==> config.mk <==
export PLATFORM = sky130hd
export DESIGN_NAME = direct_bank_address_mapper
export DESIGN_NICKNAME = d
export VERILOG_FILES = /design/src/include/bank_map_pkg.sv /design/src/logic/direct_bank_address_mapper.sv
export SDC_FILE = /design/constraint.sdc
export NUM_CORES = 1
export LEC_CHECK = 0
export CORE_MARGIN = 2
export CORE_UTILIZATION = 65
export DETAILED_ROUTE_END_ITERATION = 10
export DONT_BUFFER_PORTS = 1
export MAX_ROUTING_LAYER = met4
export PLACE_DENSITY_LB_ADDON = 0.2
export SLEW_MARGIN = 25
export SYNTH_ARGS = -nofsm -noshare
export SYNTH_HDL_FRONTEND = slang
export SYNTH_SLANG_ARGS = --single-unit
==> constraint.sdc <==
create_clock -name sys_clk_i -period 4.5 [get_ports sys_clk_i]
set_input_delay 0.675 -clock sys_clk_i [delete_from_list [all_inputs] [get_ports sys_clk_i]]
set_output_delay 0.675 -clock sys_clk_i [all_outputs]
set_load 0.005 [all_outputs]
==> src/include/bank_map_pkg.sv <==
// constants and carriers for the direct bank address mapper
`default_nettype none
package bank_map_pkg;

    // ------------------------------------------------------------
    // address space layout
    // ------------------------------------------------------------
    localparam logic [15:0] IO_FIRST        = 16'h0000;
    localparam logic [15:0] IO_LAST         = 16'h007F;
    localparam logic [15:0] RAM_FIRST       = 16'h0090;
    localparam logic [15:0] RAM_LAST_DFLT   = 16'h047F;
    localparam logic [15:0] GPR_FIRST       = 16'h0100;
    localparam logic [15:0] GPR_LAST        = 16'h01FF;
    localparam logic [15:0] EXT_IO_FIRST    = 16'h0F80;
    localparam logic [15:0] EXT_IO_LAST     = 16'h0FFF;
    localparam logic [15:0] FLASH_FIRST_DFLT = 16'h8000;
    localparam logic [15:0] NVR_FIRST       = 16'hFFBB;
    localparam logic [15:0] NVR_LAST        = 16'hFFBF;
    localparam logic [15:0] VECTOR_FIRST    = 16'hFFC0;
    localparam logic [15:0] MIRROR_ADDR     = 16'h0078;

    // ------------------------------------------------------------
    // direct addressing and banks
    // ------------------------------------------------------------
    localparam logic [7:0]  DIRECT_FIXED_LAST = 8'h7F;
    localparam logic [15:0] BANK_WINDOW_BASE  = 16'h0080;
    localparam int          BANK_SHIFT        = 7;
    localparam logic [2:0]  DBS_RESET         = 3'h0;
    localparam logic [4:0]  RBS_RESET         = 5'h00;
    localparam int          GPR_BANK_SHIFT    = 3;

    // mirror byte layout: register bank select above direct bank select
    localparam int MIRROR_DBS_LSB = 0;
    localparam int MIRROR_RBS_LSB = 3;

    typedef enum logic [1:0] {
        ACC_DIRECT,
        ACC_REGISTER,
        ACC_LINEAR
    } access_kind_t;

    typedef enum logic [3:0] {
        REG_IO,
        REG_PROHIBITED,
        REG_RAM,
        REG_GPR_RAM,
        REG_EXT_IO,
        REG_FLASH,
        REG_NVR_DATA,
        REG_VECTOR
    } region_t;

    typedef struct packed {
        logic         valid;
        logic         write;
        access_kind_t kind;
        logic [15:0]  operand;
        logic [7:0]   wdata;
    } access_req_t;

    typedef struct packed {
        logic        valid;
        logic [15:0] phys_addr;
        region_t     region;
        logic        mirror_hit;
        logic [7:0]  mirror_rdata;
    } access_rsp_t;

endpackage
`default_nettype wire

==> src/logic/direct_bank_address_mapper.sv <==
// direct bank address mapper: operand relocation and region decode
`timescale 1ns/100ps
`default_nettype none
// Contract
// direct operands 0x00-0x7F never relocated
// bank select resets zero, identity mapping
// banks 1-7 map onto 128-byte windows
// window beyond implemented RAM is unusable
// register area doubles as plain RAM
// top flash words hold vector table
// flash 0xFFBB-0xFFBF keeps non-volatile data
// 0x0078 mirrors both bank selects
// software never writes disabled addresses
// relocation combinational, new bank next access
module direct_bank_address_mapper
    import bank_map_pkg::*;
#(
    parameter logic [15:0] RAM_LAST    = RAM_LAST_DFLT,
    parameter logic [15:0] FLASH_FIRST = FLASH_FIRST_DFLT
)
(
    input  wire logic        sys_clk_i,
    input  wire logic        resetn_i,
    input  wire access_req_t req_i,
    output var  access_rsp_t rsp_o,
    output var  logic [2:0]  direct_bank_select_o,
    output var  logic [4:0]  register_bank_select_o
);

    // ------------------------------------------------------------
    // region decode
    // ------------------------------------------------------------
    function automatic region_t decode(input logic [15:0] a);
        region_t r;
        r = REG_PROHIBITED;
        // vector and nvr ranges sit inside flash, so test them first
        if (a <= IO_LAST)
        begin
            r = REG_IO;
        end
        else if (a >= RAM_FIRST && a <= RAM_LAST)
        begin
            // anything above RAM_LAST and below EXT_IO_FIRST stays prohibited
            r = REG_RAM;
            if (a >= GPR_FIRST && a <= GPR_LAST)
            begin
                r = REG_GPR_RAM;
            end
        end
        else if (a >= EXT_IO_FIRST && a <= EXT_IO_LAST)
        begin
            r = REG_EXT_IO;
        end
        else if (a >= VECTOR_FIRST)
        begin
            r = REG_VECTOR;
        end
        else if (a >= NVR_FIRST && a <= NVR_LAST)
        begin
            r = REG_NVR_DATA;
        end
        else if (a >= FLASH_FIRST)
        begin
            r = REG_FLASH;
        end
        return r;
    endfunction

    // ------------------------------------------------------------
    // bank select state
    // ------------------------------------------------------------
    logic [2:0]  dbs_q;
    logic [2:0]  dbs_d;
    logic [4:0]  rbs_q;
    logic [4:0]  rbs_d;
    logic [15:0] dir_phys;
    logic [15:0] reg_phys;
    logic [15:0] phys;
    logic        mirror_hit;

    // ------------------------------------------------------------
    // direct operand relocation
    // ------------------------------------------------------------
    // address formation reads only the current registers, so a bank
    // change written in one cycle steers the access in the next one
    always_comb
    begin
        if (req_i.operand[7:0] <= DIRECT_FIXED_LAST)
        begin
            dir_phys = {8'h00, req_i.operand[7:0]};
        end
        else if (dbs_q == DBS_RESET)
        begin
            // bank zero keeps the short range on its own ram
            dir_phys = {8'h00, req_i.operand[7:0]};
        end
        else
        begin
            // bank k lands at 0x0080 + k*0x80
            dir_phys = BANK_WINDOW_BASE
                     + (16'(dbs_q) << BANK_SHIFT)
                     + {9'h000, req_i.operand[6:0]};
        end
    end

    // ------------------------------------------------------------
    // register addressing
    // ------------------------------------------------------------
    // eight registers per bank over the same ram cells, so a register
    // access and a linear access of that address share one storage
    always_comb
    begin
        reg_phys = GPR_FIRST
                 + (16'(rbs_q) << GPR_BANK_SHIFT)
                 + {13'h0000, req_i.operand[2:0]};
    end

    // ------------------------------------------------------------
    // address select
    // ------------------------------------------------------------
    always_comb
    begin
        unique case (req_i.kind)
            ACC_DIRECT:
            begin
                phys = dir_phys;
            end
            ACC_REGISTER:
            begin
                phys = reg_phys;
            end
            ACC_LINEAR:
            begin
                phys = req_i.operand;
            end
            default:
            begin
                // unused kind code: pass the operand through untouched
                phys = req_i.operand;
            end
        endcase
    end

    // ------------------------------------------------------------
    // mirror of both bank selects
    // ------------------------------------------------------------
    // decoded on the relocated address, so a direct operand of 0x78
    // reaches the mirror whatever the bank select holds
    assign mirror_hit = req_i.valid && (phys == MIRROR_ADDR);

    always_comb
    begin
        dbs_d = dbs_q;
        rbs_d = rbs_q;
        // a write to a disabled address is not guarded here; the
        // software side keeps away from them
        if (mirror_hit && req_i.write)
        begin
            dbs_d = req_i.wdata[MIRROR_DBS_LSB +: 3];
            rbs_d = req_i.wdata[MIRROR_RBS_LSB +: 5];
        end
    end

    always_ff @(posedge sys_clk_i or negedge resetn_i)
    begin
        if (!resetn_i)
        begin
            dbs_q <= DBS_RESET;
            rbs_q <= RBS_RESET;
        end
        else
        begin
            dbs_q <= dbs_d;
            rbs_q <= rbs_d;
        end
    end

    // ------------------------------------------------------------
    // response register
    // ------------------------------------------------------------
    // registered so that every output comes from a flip-flop
    access_rsp_t rsp_d;
    access_rsp_t rsp_q;

    always_comb
    begin
        rsp_d              = '0;
        rsp_d.valid        = req_i.valid;
        rsp_d.phys_addr    = phys;
        rsp_d.region       = decode(phys);
        rsp_d.mirror_hit   = mirror_hit;
        // read shows the values before any same-cycle write
        rsp_d.mirror_rdata = {rbs_q, dbs_q};
        if (!req_i.valid)
        begin
            rsp_d.phys_addr    = '0;
            rsp_d.region       = REG_IO;
            rsp_d.mirror_rdata = '0;
        end
    end

    always_ff @(posedge sys_clk_i or negedge resetn_i)
    begin
        if (!resetn_i)
        begin
            rsp_q <= '0;
        end
        else
        begin
            rsp_q <= rsp_d;
        end
    end

    // ------------------------------------------------------------
    // outputs
    // ------------------------------------------------------------
    assign rsp_o                  = rsp_q;
    assign direct_bank_select_o   = dbs_q;
    assign register_bank_select_o = rbs_q;

endmodule
`default_nettype wire

==> flow_summary.yaml, run 1 <==
clocking:
  worst_skew_pair.late_latency_ns: 0.32
  cts.hold.buffers_added: 0
  tritoncts: "done"
  ctsHtreeMaxLevel: 2
  cts_max_path_buffers: 2
  post_cts_resize_count: 0
  buffer_type_at_the_clock_tree_root: "clkbuf_4"
  clk_transition_reported_paths_ns: 0.10
  cts.sink_count: 37
  tritoncts.num_buffers: 5
  postCtsSetupBuffers: 0
run_status:
  run_status: "finished clean"
timing:
  fin_crit_ns: 2.79
  finalSetupViolations: 0
  max_freq_ghz: 0.358
  timing.final.crit_share: 0.621
  report.final.slew_viol_count: 0
  timing_hold_violations_final: 0
  worst-slew-pin-transition_ns: 0.866
  finClkSkew_ns: 0.00670
  grt_setup_unrepaired: "no"
  slew-limit-headroom: 0.423
  setup_total_negative_slack_ns: 0
yosys:
  synth_common_cells: "dfrtp_1, nor2_1, and2_1"
  synth_area_sq_mm: 0.00160
  postSynthNetCount: 163
  ys_ff_latch: 37
  ys_seq_area_frac: 0.579
  synth_edf_count: 0
  post-synth-top-area-fraction: 0.579
  post-synth-top-area-cell: "dfrtp_1"
  synth_cell_types: 39
  asyncSetResetFlopFracSynth: 1.00
  yosysMostFrequentCell: "dfrtp_1"
  ys_top_cells_by_area: "dfrtp_1, mux2_2, and2_1"
  post_synth_inst_count: 131
  yosys_most_used_dff: "dfrtp_1"
  synth-warning-count: 0
  syn_area_per_cell_sq_um: 12.2
floorplanning:
  io_pins: 68
  die-width_um: 53.6
  placeableCoreArea_sq_mm: 0.00228
  rows: 17
  floorplan.initialDensity: 0.703
  vertical_extent_of_the_die_um: 53.6
  dieArea_sq_mm: 0.00288
grt:
  grt-ovfl-total: 0
  met3_resource_use_gr: 0.0889
  groute.usage.overall: 0.246
  grt_start_max_net_pins: 38
  top_usage_layer: "met2"
  antenna_violations_before_repair: 0
  first_global_vias: 1073
  gr-usage-met2: 0.409
  wire_length_of_the_first_global_routing_pass_mm: 4.68
  groute.layer.met1.usage: 0.265
setup_path:
  critical_path.endpoint: "register_bank_select_o[2]$_DFFE_PN0P_"
  criticalPathCategory: "reg -> reg"
  worstSetupEndpointType: "flip-flop"
  r2r_end: "register_bank_select_o[2]$_DFFE_PN0P_"
  reg2reg_depth: 8
  crit_arrival_ns: 3.01
  cp-start-kind: "flip-flop"
  worstSetupStartpoint: "direct_bank_select_o[0]$_DFFE_PN0P_"
  timing.critical_path.fanout_max: 8
  critPathRequiredTime_ns: 4.71
  register_to_register_path_setup_slack_ns: 1.71
  crit-reg2reg-launch: "direct_bank_select_o[0]$_DFFE_PN0P_"
power:
  sw_frac_of_total: 0.212
  clock_power_share: 0.305
  power_leakage_nw: 0.804
  total_power_uw: 546
  vdd.ir_drop.worst_mv: 0.258
  switching_power_uw: 116
  internal_power_uw: 430
  pwr-share-comb: 0.060
  power_density_mw_per_mm2: 327
  p_seq_frac: 0.635
detailed_routing:
  finalWirelength_mm: 3.01
  route.detailed.vias_per_inst: 6.25
  wire_per_inst_um: 18.5
  drc: 0
  initialDrtViolationCount: 13
  firstDrtPassIters: 4
  post_detailed_route_count_of_antenna_violating_nets: 0
  detailroute.via_count: 1018
layout:
  synthToLayoutAreaGrowth_pct: 4.53
  finish.instance_area_sq_mm: 0.00167
  n_antenna_cell: 0
  filler_instances: 149
  drive_gt1_frac: 0.215
  nets: 167
placement:
  portBuffers: 0
  dpl.hpwl_mm: 2.25
  finalWeightedCongestion: 0.877
  placed_area_sq_mm: 0.00161
hold_path:
  holdCritPathClass: "in -> async"
run:
  drv.max_cap_violation_count: 0
==> worst min path at each step <==
| stage | start | end | slack, ns |
|---|---|---|---|
| floorplan | resetn_i | direct_bank_select_o[0]$_DFFE_PN0P_ | 0.38 |
| global placement | resetn_i | rsp_o[27]$_DFF_PN0_ | 0.38 |
| detailed placement | resetn_i | rsp_o[27]$_DFF_PN0_ | 0.38 |
| CTS | resetn_i | rsp_o[17]$_DFF_PN0_ | 0.02 |
| global route | resetn_i | rsp_o[27]$_DFF_PN0_ | 0.0001 |
| finish | resetn_i | rsp_o[9]$_DFF_PN0_ | 0.03 |
==> critical path, cell delays in order, from the launching register on <==
cell	delay (ns)
dfrtp_1	0.45
inv_1	0.08
ha_1	0.22
inv_1	0.05
o21ai_0	0.07
a222oi_1	0.77
nand4_4	0.22
nor3_4	0.44
mux2_2	0.39
==> per-layer routing <==
layer  part of all wire  up-vias
li1                   -      462
met1               0.39      502
met2               0.52       48
met3              0.078        6
met4              0.013        0
met5                  0        -
==> cell type report <==
type / count / area, sq um / area share
clock buffers: 7 / 55.1 / 0.0329
flip-flops and latches: 37 / 926 / 0.553
inverters: 6 / 22.5 / 0.0135
repair buffers: 1 / 10.0 / 0.00598
well taps: 28 / 35.0 / 0.0209
multi-input cells: 84 / 624 / 0.373
==> cells by family after synthesis <==
kind of cell    share of synthesized area
mux                                0.0876
compound gates                     0.0711
buf+inv                            0.0313
simple gates                        0.213
flops                               0.579
other cells                       0.00234
fa+ha+maj                          0.0156
==> placed cells by master (no fill, tap or decap) <==
cell           instances
a21o_1                 1
a21oi_1                3
a222oi_1               1
a2bb2oi_1              2
a41oi_1                1
and2_1                10
and2b_2                2
and3_2                 5
and3b_1                1
clkbuf_1               1
clkbuf_4               5
clkbuf_8               1
clkinv_1               1
conb_1                 1
dfrtp_1               37
dlygate4sd3_1          1
ha_1                   2
inv_1                  5
mux2_2                 8
mux2i_1                5
nand2_1                4
nand3_1                4
nand3b_1               1
nand4_1                1
nand4_4                1
nor2_1                13
nor2b_4                1
nor3_1                 1
nor3_4                 1
nor4_1                 1
nor4b_1                1
o2111a_1               1
o21ai_0                5
o2bb2a_1               1
o311ai_0               1
or3_2                  1
or3b_2                 2
or4_4                  1
or4b_2                 1
==> metrics by stage <==
step / hold WS, ns / worst slack (ns) / std cells / util
floorplan: 0.379 / 1.95 / 131 / -
global placement: 0.380 / 1.79 / 155 / 0.706
detailed placement: 0.380 / 1.71 / 155 / 0.706
CTS: 0.0180 / 1.68 / 162 / 0.731
global route: 0.000137 / 1.51 / 163 / 0.735
finish: 0.0348 / 1.71 / 163 / 0.735
==> power groups by stage <==
stage	clock network (mW)	registers, mW	logic [mW]
2_1_floorplan	0	0.352	0.0287
5_1_grt	0.187	0.348	0.0361
4_1_cts	0.173	0.347	0.0302
3_5_place_dp	0	0.354	0.0300
3_3_place_gp	0	0.353	0.0292
6_report	0.167	0.347	0.0328
==> sequential cells by signal (all words and copies together) (netlist names) <==
register,flops
rsp_o,29
direct_bank_select_o,3
register_bank_select_o,5
No activity file was read; power rests on OpenSTA's default activity.
==> run 2, diff against run 1 <==
--- a/config.mk
+++ b/config.mk
@@ -6,7 +6,7 @@
 export NUM_CORES = 1
 export LEC_CHECK = 0
 export CORE_MARGIN = 2
-export CORE_UTILIZATION = 65
+export CORE_UTILIZATION = 55
 export DETAILED_ROUTE_END_ITERATION = 10
 export DONT_BUFFER_PORTS = 1
 export MAX_ROUTING_LAYER = met4
==> constraint.sdc (replaced) <==
create_clock -name sys_clk_i -period 2.3 [get_ports sys_clk_i]
set_input_delay 0.345 -clock sys_clk_i [delete_from_list [all_inputs] [get_ports sys_clk_i]]
set_output_delay 0.345 -clock sys_clk_i [all_outputs]
set_load 0.005 [all_outputs]
==> run 2 against run 1 <==
Net effect: die area increased by 17%; combinational power grew to 2.7 times the previous value; sequential power up 95%; clock-buffer cell count fell by 1; first-iteration DRC count grew to 3.5 times the previous value; worst hold slack better by 0.090 ns; non-clock buffer count rose by 12; clock skew grew 0.0085 ns; critical endpoint is now direct_bank_select_o[0]$_DFFE_PN0P_.
==> flow_summary.yaml, run 2 (same netlist as run 1, synthesis figures left out) <==
timing:
  slew-limit-headroom: 0.574
  timing.final.crit_share: 0.962
  report.final.slew_viol_count: 0
  timing_hold_violations_final: 0
  hold_slack_ns: 0.125
  finClkSkew_ns: 0.0152
  worst-slew-pin-transition_ns: 0.640
  max_freq_ghz: 0.452
  fin_crit_ns: 2.21
  grt_setup_unrepaired: "yes"
  finalSetupViolations: 0
grt:
  groute.usage.overall: 0.220
  antenna_violations_before_repair: 0
  grt-ovfl-total: 0
  wire_length_of_the_first_global_routing_pass_mm: 5.36
  grt_start_max_net_pins: 38
  first_global_vias: 1190
layout:
  nets: 179
  layout.cells.most_common: "dfrtp_1"
  drive_gt1_frac: 0.318
  mostFrequentLayoutCells: "dfrtp_1, nor2_1, and2_1, buf_4, mux2_4"
  sequential_cell_area_sq_um: 926
  postLayoutCoreUtil: 0.671
  n_antenna_cell: 0
  largest_register_ff_count: 29
  finish.instance_area_sq_mm: 0.00185
  total_area_of_multi_input_combinational_cells_sq_um: 671
  instances_no_fill: 179
  filler_instances: 209
  synthToLayoutAreaGrowth_pct: 15.6
setup_path:
  worstSetupEndpointType: "flip-flop"
  criticalPathCategory: "reg -> reg"
  critPathRequiredTime_ns: 2.52
  cp-start-kind: "flip-flop"
  timing.critical_path.fanout_max: 8
  crit_arrival_ns: 2.43
detailed_routing:
  initialDrtViolationCount: 45
  route.met3.wl_um: 238
  firstDrtPassIters: 4
  finalWirelength_mm: 3.21
  met1Wirelength_mm: 1.23
  met2RoutedLength_mm: 1.67
  post_detailed_route_count_of_antenna_violating_nets: 0
  wire_per_inst_um: 17.9
  route.detailed.vias_per_inst: 6.04
  routed.top_layer: "met4"
  drc: 0
  detailroute.via_count: 1081
placement:
  finalWeightedCongestion: 0.820
  portBuffers: 0
  dpl.hpwl_mm: 2.32
  placed_area_sq_mm: 0.00170
  post-place-cells: 167
clocking:
  tritoncts.num_buffers: 5
  tritoncts: "done"
  buffer_type_at_the_clock_tree_root: "clkbuf_4"
  cts_max_path_buffers: 2
  cts.sink_count: 37
  ctsHtreeMaxLevel: 2
  clk_transition_reported_paths_ns: 0.12
  worst_skew_pair.late_latency_ns: 0.34
power:
  vdd.ir_drop.worst_mv: 0.584
  total_power_mw: 1.12
  power_density_mw_per_mm2: 608
  power_leakage_nw: 0.884
hold_path:
  holdCritPathClass: "in -> reg"
floorplanning:
  placeableCoreArea_sq_mm: 0.00276
  dieArea_sq_mm: 0.00336
  die-width_um: 57.9
  vertical_extent_of_the_die_um: 57.9
  io_pins: 68
  rows: 19
  floorplan.initialDensity: 0.580
run_status:
  run_status: "finished clean"
run:
  drv.max_cap_violation_count: 0
[run 2: worst max-delay path, cell delays in order, from the launching register on]
cell and delay (ns):
dfrtp_1 0.40, inv_2 0.06, ha_4 0.16, inv_2 0.05, o21ai_2 0.05, a222oi_1 0.56
nand4_4 0.18, nor3_4 0.18, buf_12 0.16, mux2_4 0.30
[run 2: where the power goes]
part / total, mW / switching (mW) / internal [mW] / leakage [nW]
Clock: 0.359 / 0.210 / 0.149 / 0.0382
Combinational: 0.0889 / 0.0466 / 0.0422 / 0.346
Sequential: 0.677 / 0.00902 / 0.668 / 0.500
[run 2: stage by stage]
step / setup WS [ns] / setup TNS, ns
floorplan: -0.0765 / -0.569
global placement: 0.0602 / 0
detailed placement: 0.0105 / 0
CTS: 0.00450 / 0
global route: -0.0553 / -0.290
finish: 0.0882 / 0
[run 2: path summary, 6_finish.rpt]
check,start,endpoint,slack [ns],cells past startpoint
max in group asynchronous,resetn_i,register_bank_select_o[4]$_DFFE_PN0P_,1.66,2
max reg2reg,direct_bank_select_o[0]$_DFFE_PN0P_,direct_bank_select_o[0]$_DFFE_PN0P_,0.09,9
min,req_i[27],rsp_o[4]$_DFF_PN0_,0.12,1
min in group asynchronous,resetn_i,rsp_o[18]$_DFF_PN0_,0.46,2
min reg2reg,direct_bank_select_o[1]$_DFFE_PN0P_,rsp_o[1]$_DFF_PN0_,0.53,2
max,direct_bank_select_o[0]$_DFFE_PN0P_,direct_bank_select_o[0]$_DFFE_PN0P_,0.09,9
[run 2: area by class of cell]
class,count,share of cell area
clock buffer,6,0.0277
clock inverter,2,0.00744
inverter,6,0.0122
multi-input combinational,84,0.362
sequential,37,0.500
tap,31,0.0210
timing repair buffer,13,0.0690
[run 2: what timing repair did]
item,in CTS,in global routing
hold endpoints to repair,37,1
pin swaps,3,5
resized for setup,11,1
hold buffers,2,1
setup endpoints to repair,1,9
setup buffers,0,1
[run 2: per-layer routing]
| layer | vias up | global-route usage |
|---|---|---|
| met2 | 51 | 0.360 |
| met1 | 529 | 0.248 |
| met4 | 0 | 0.0731 |
| met5 | - | - |
| met3 | 6 | 0.0848 |
| li1 | 495 | - |
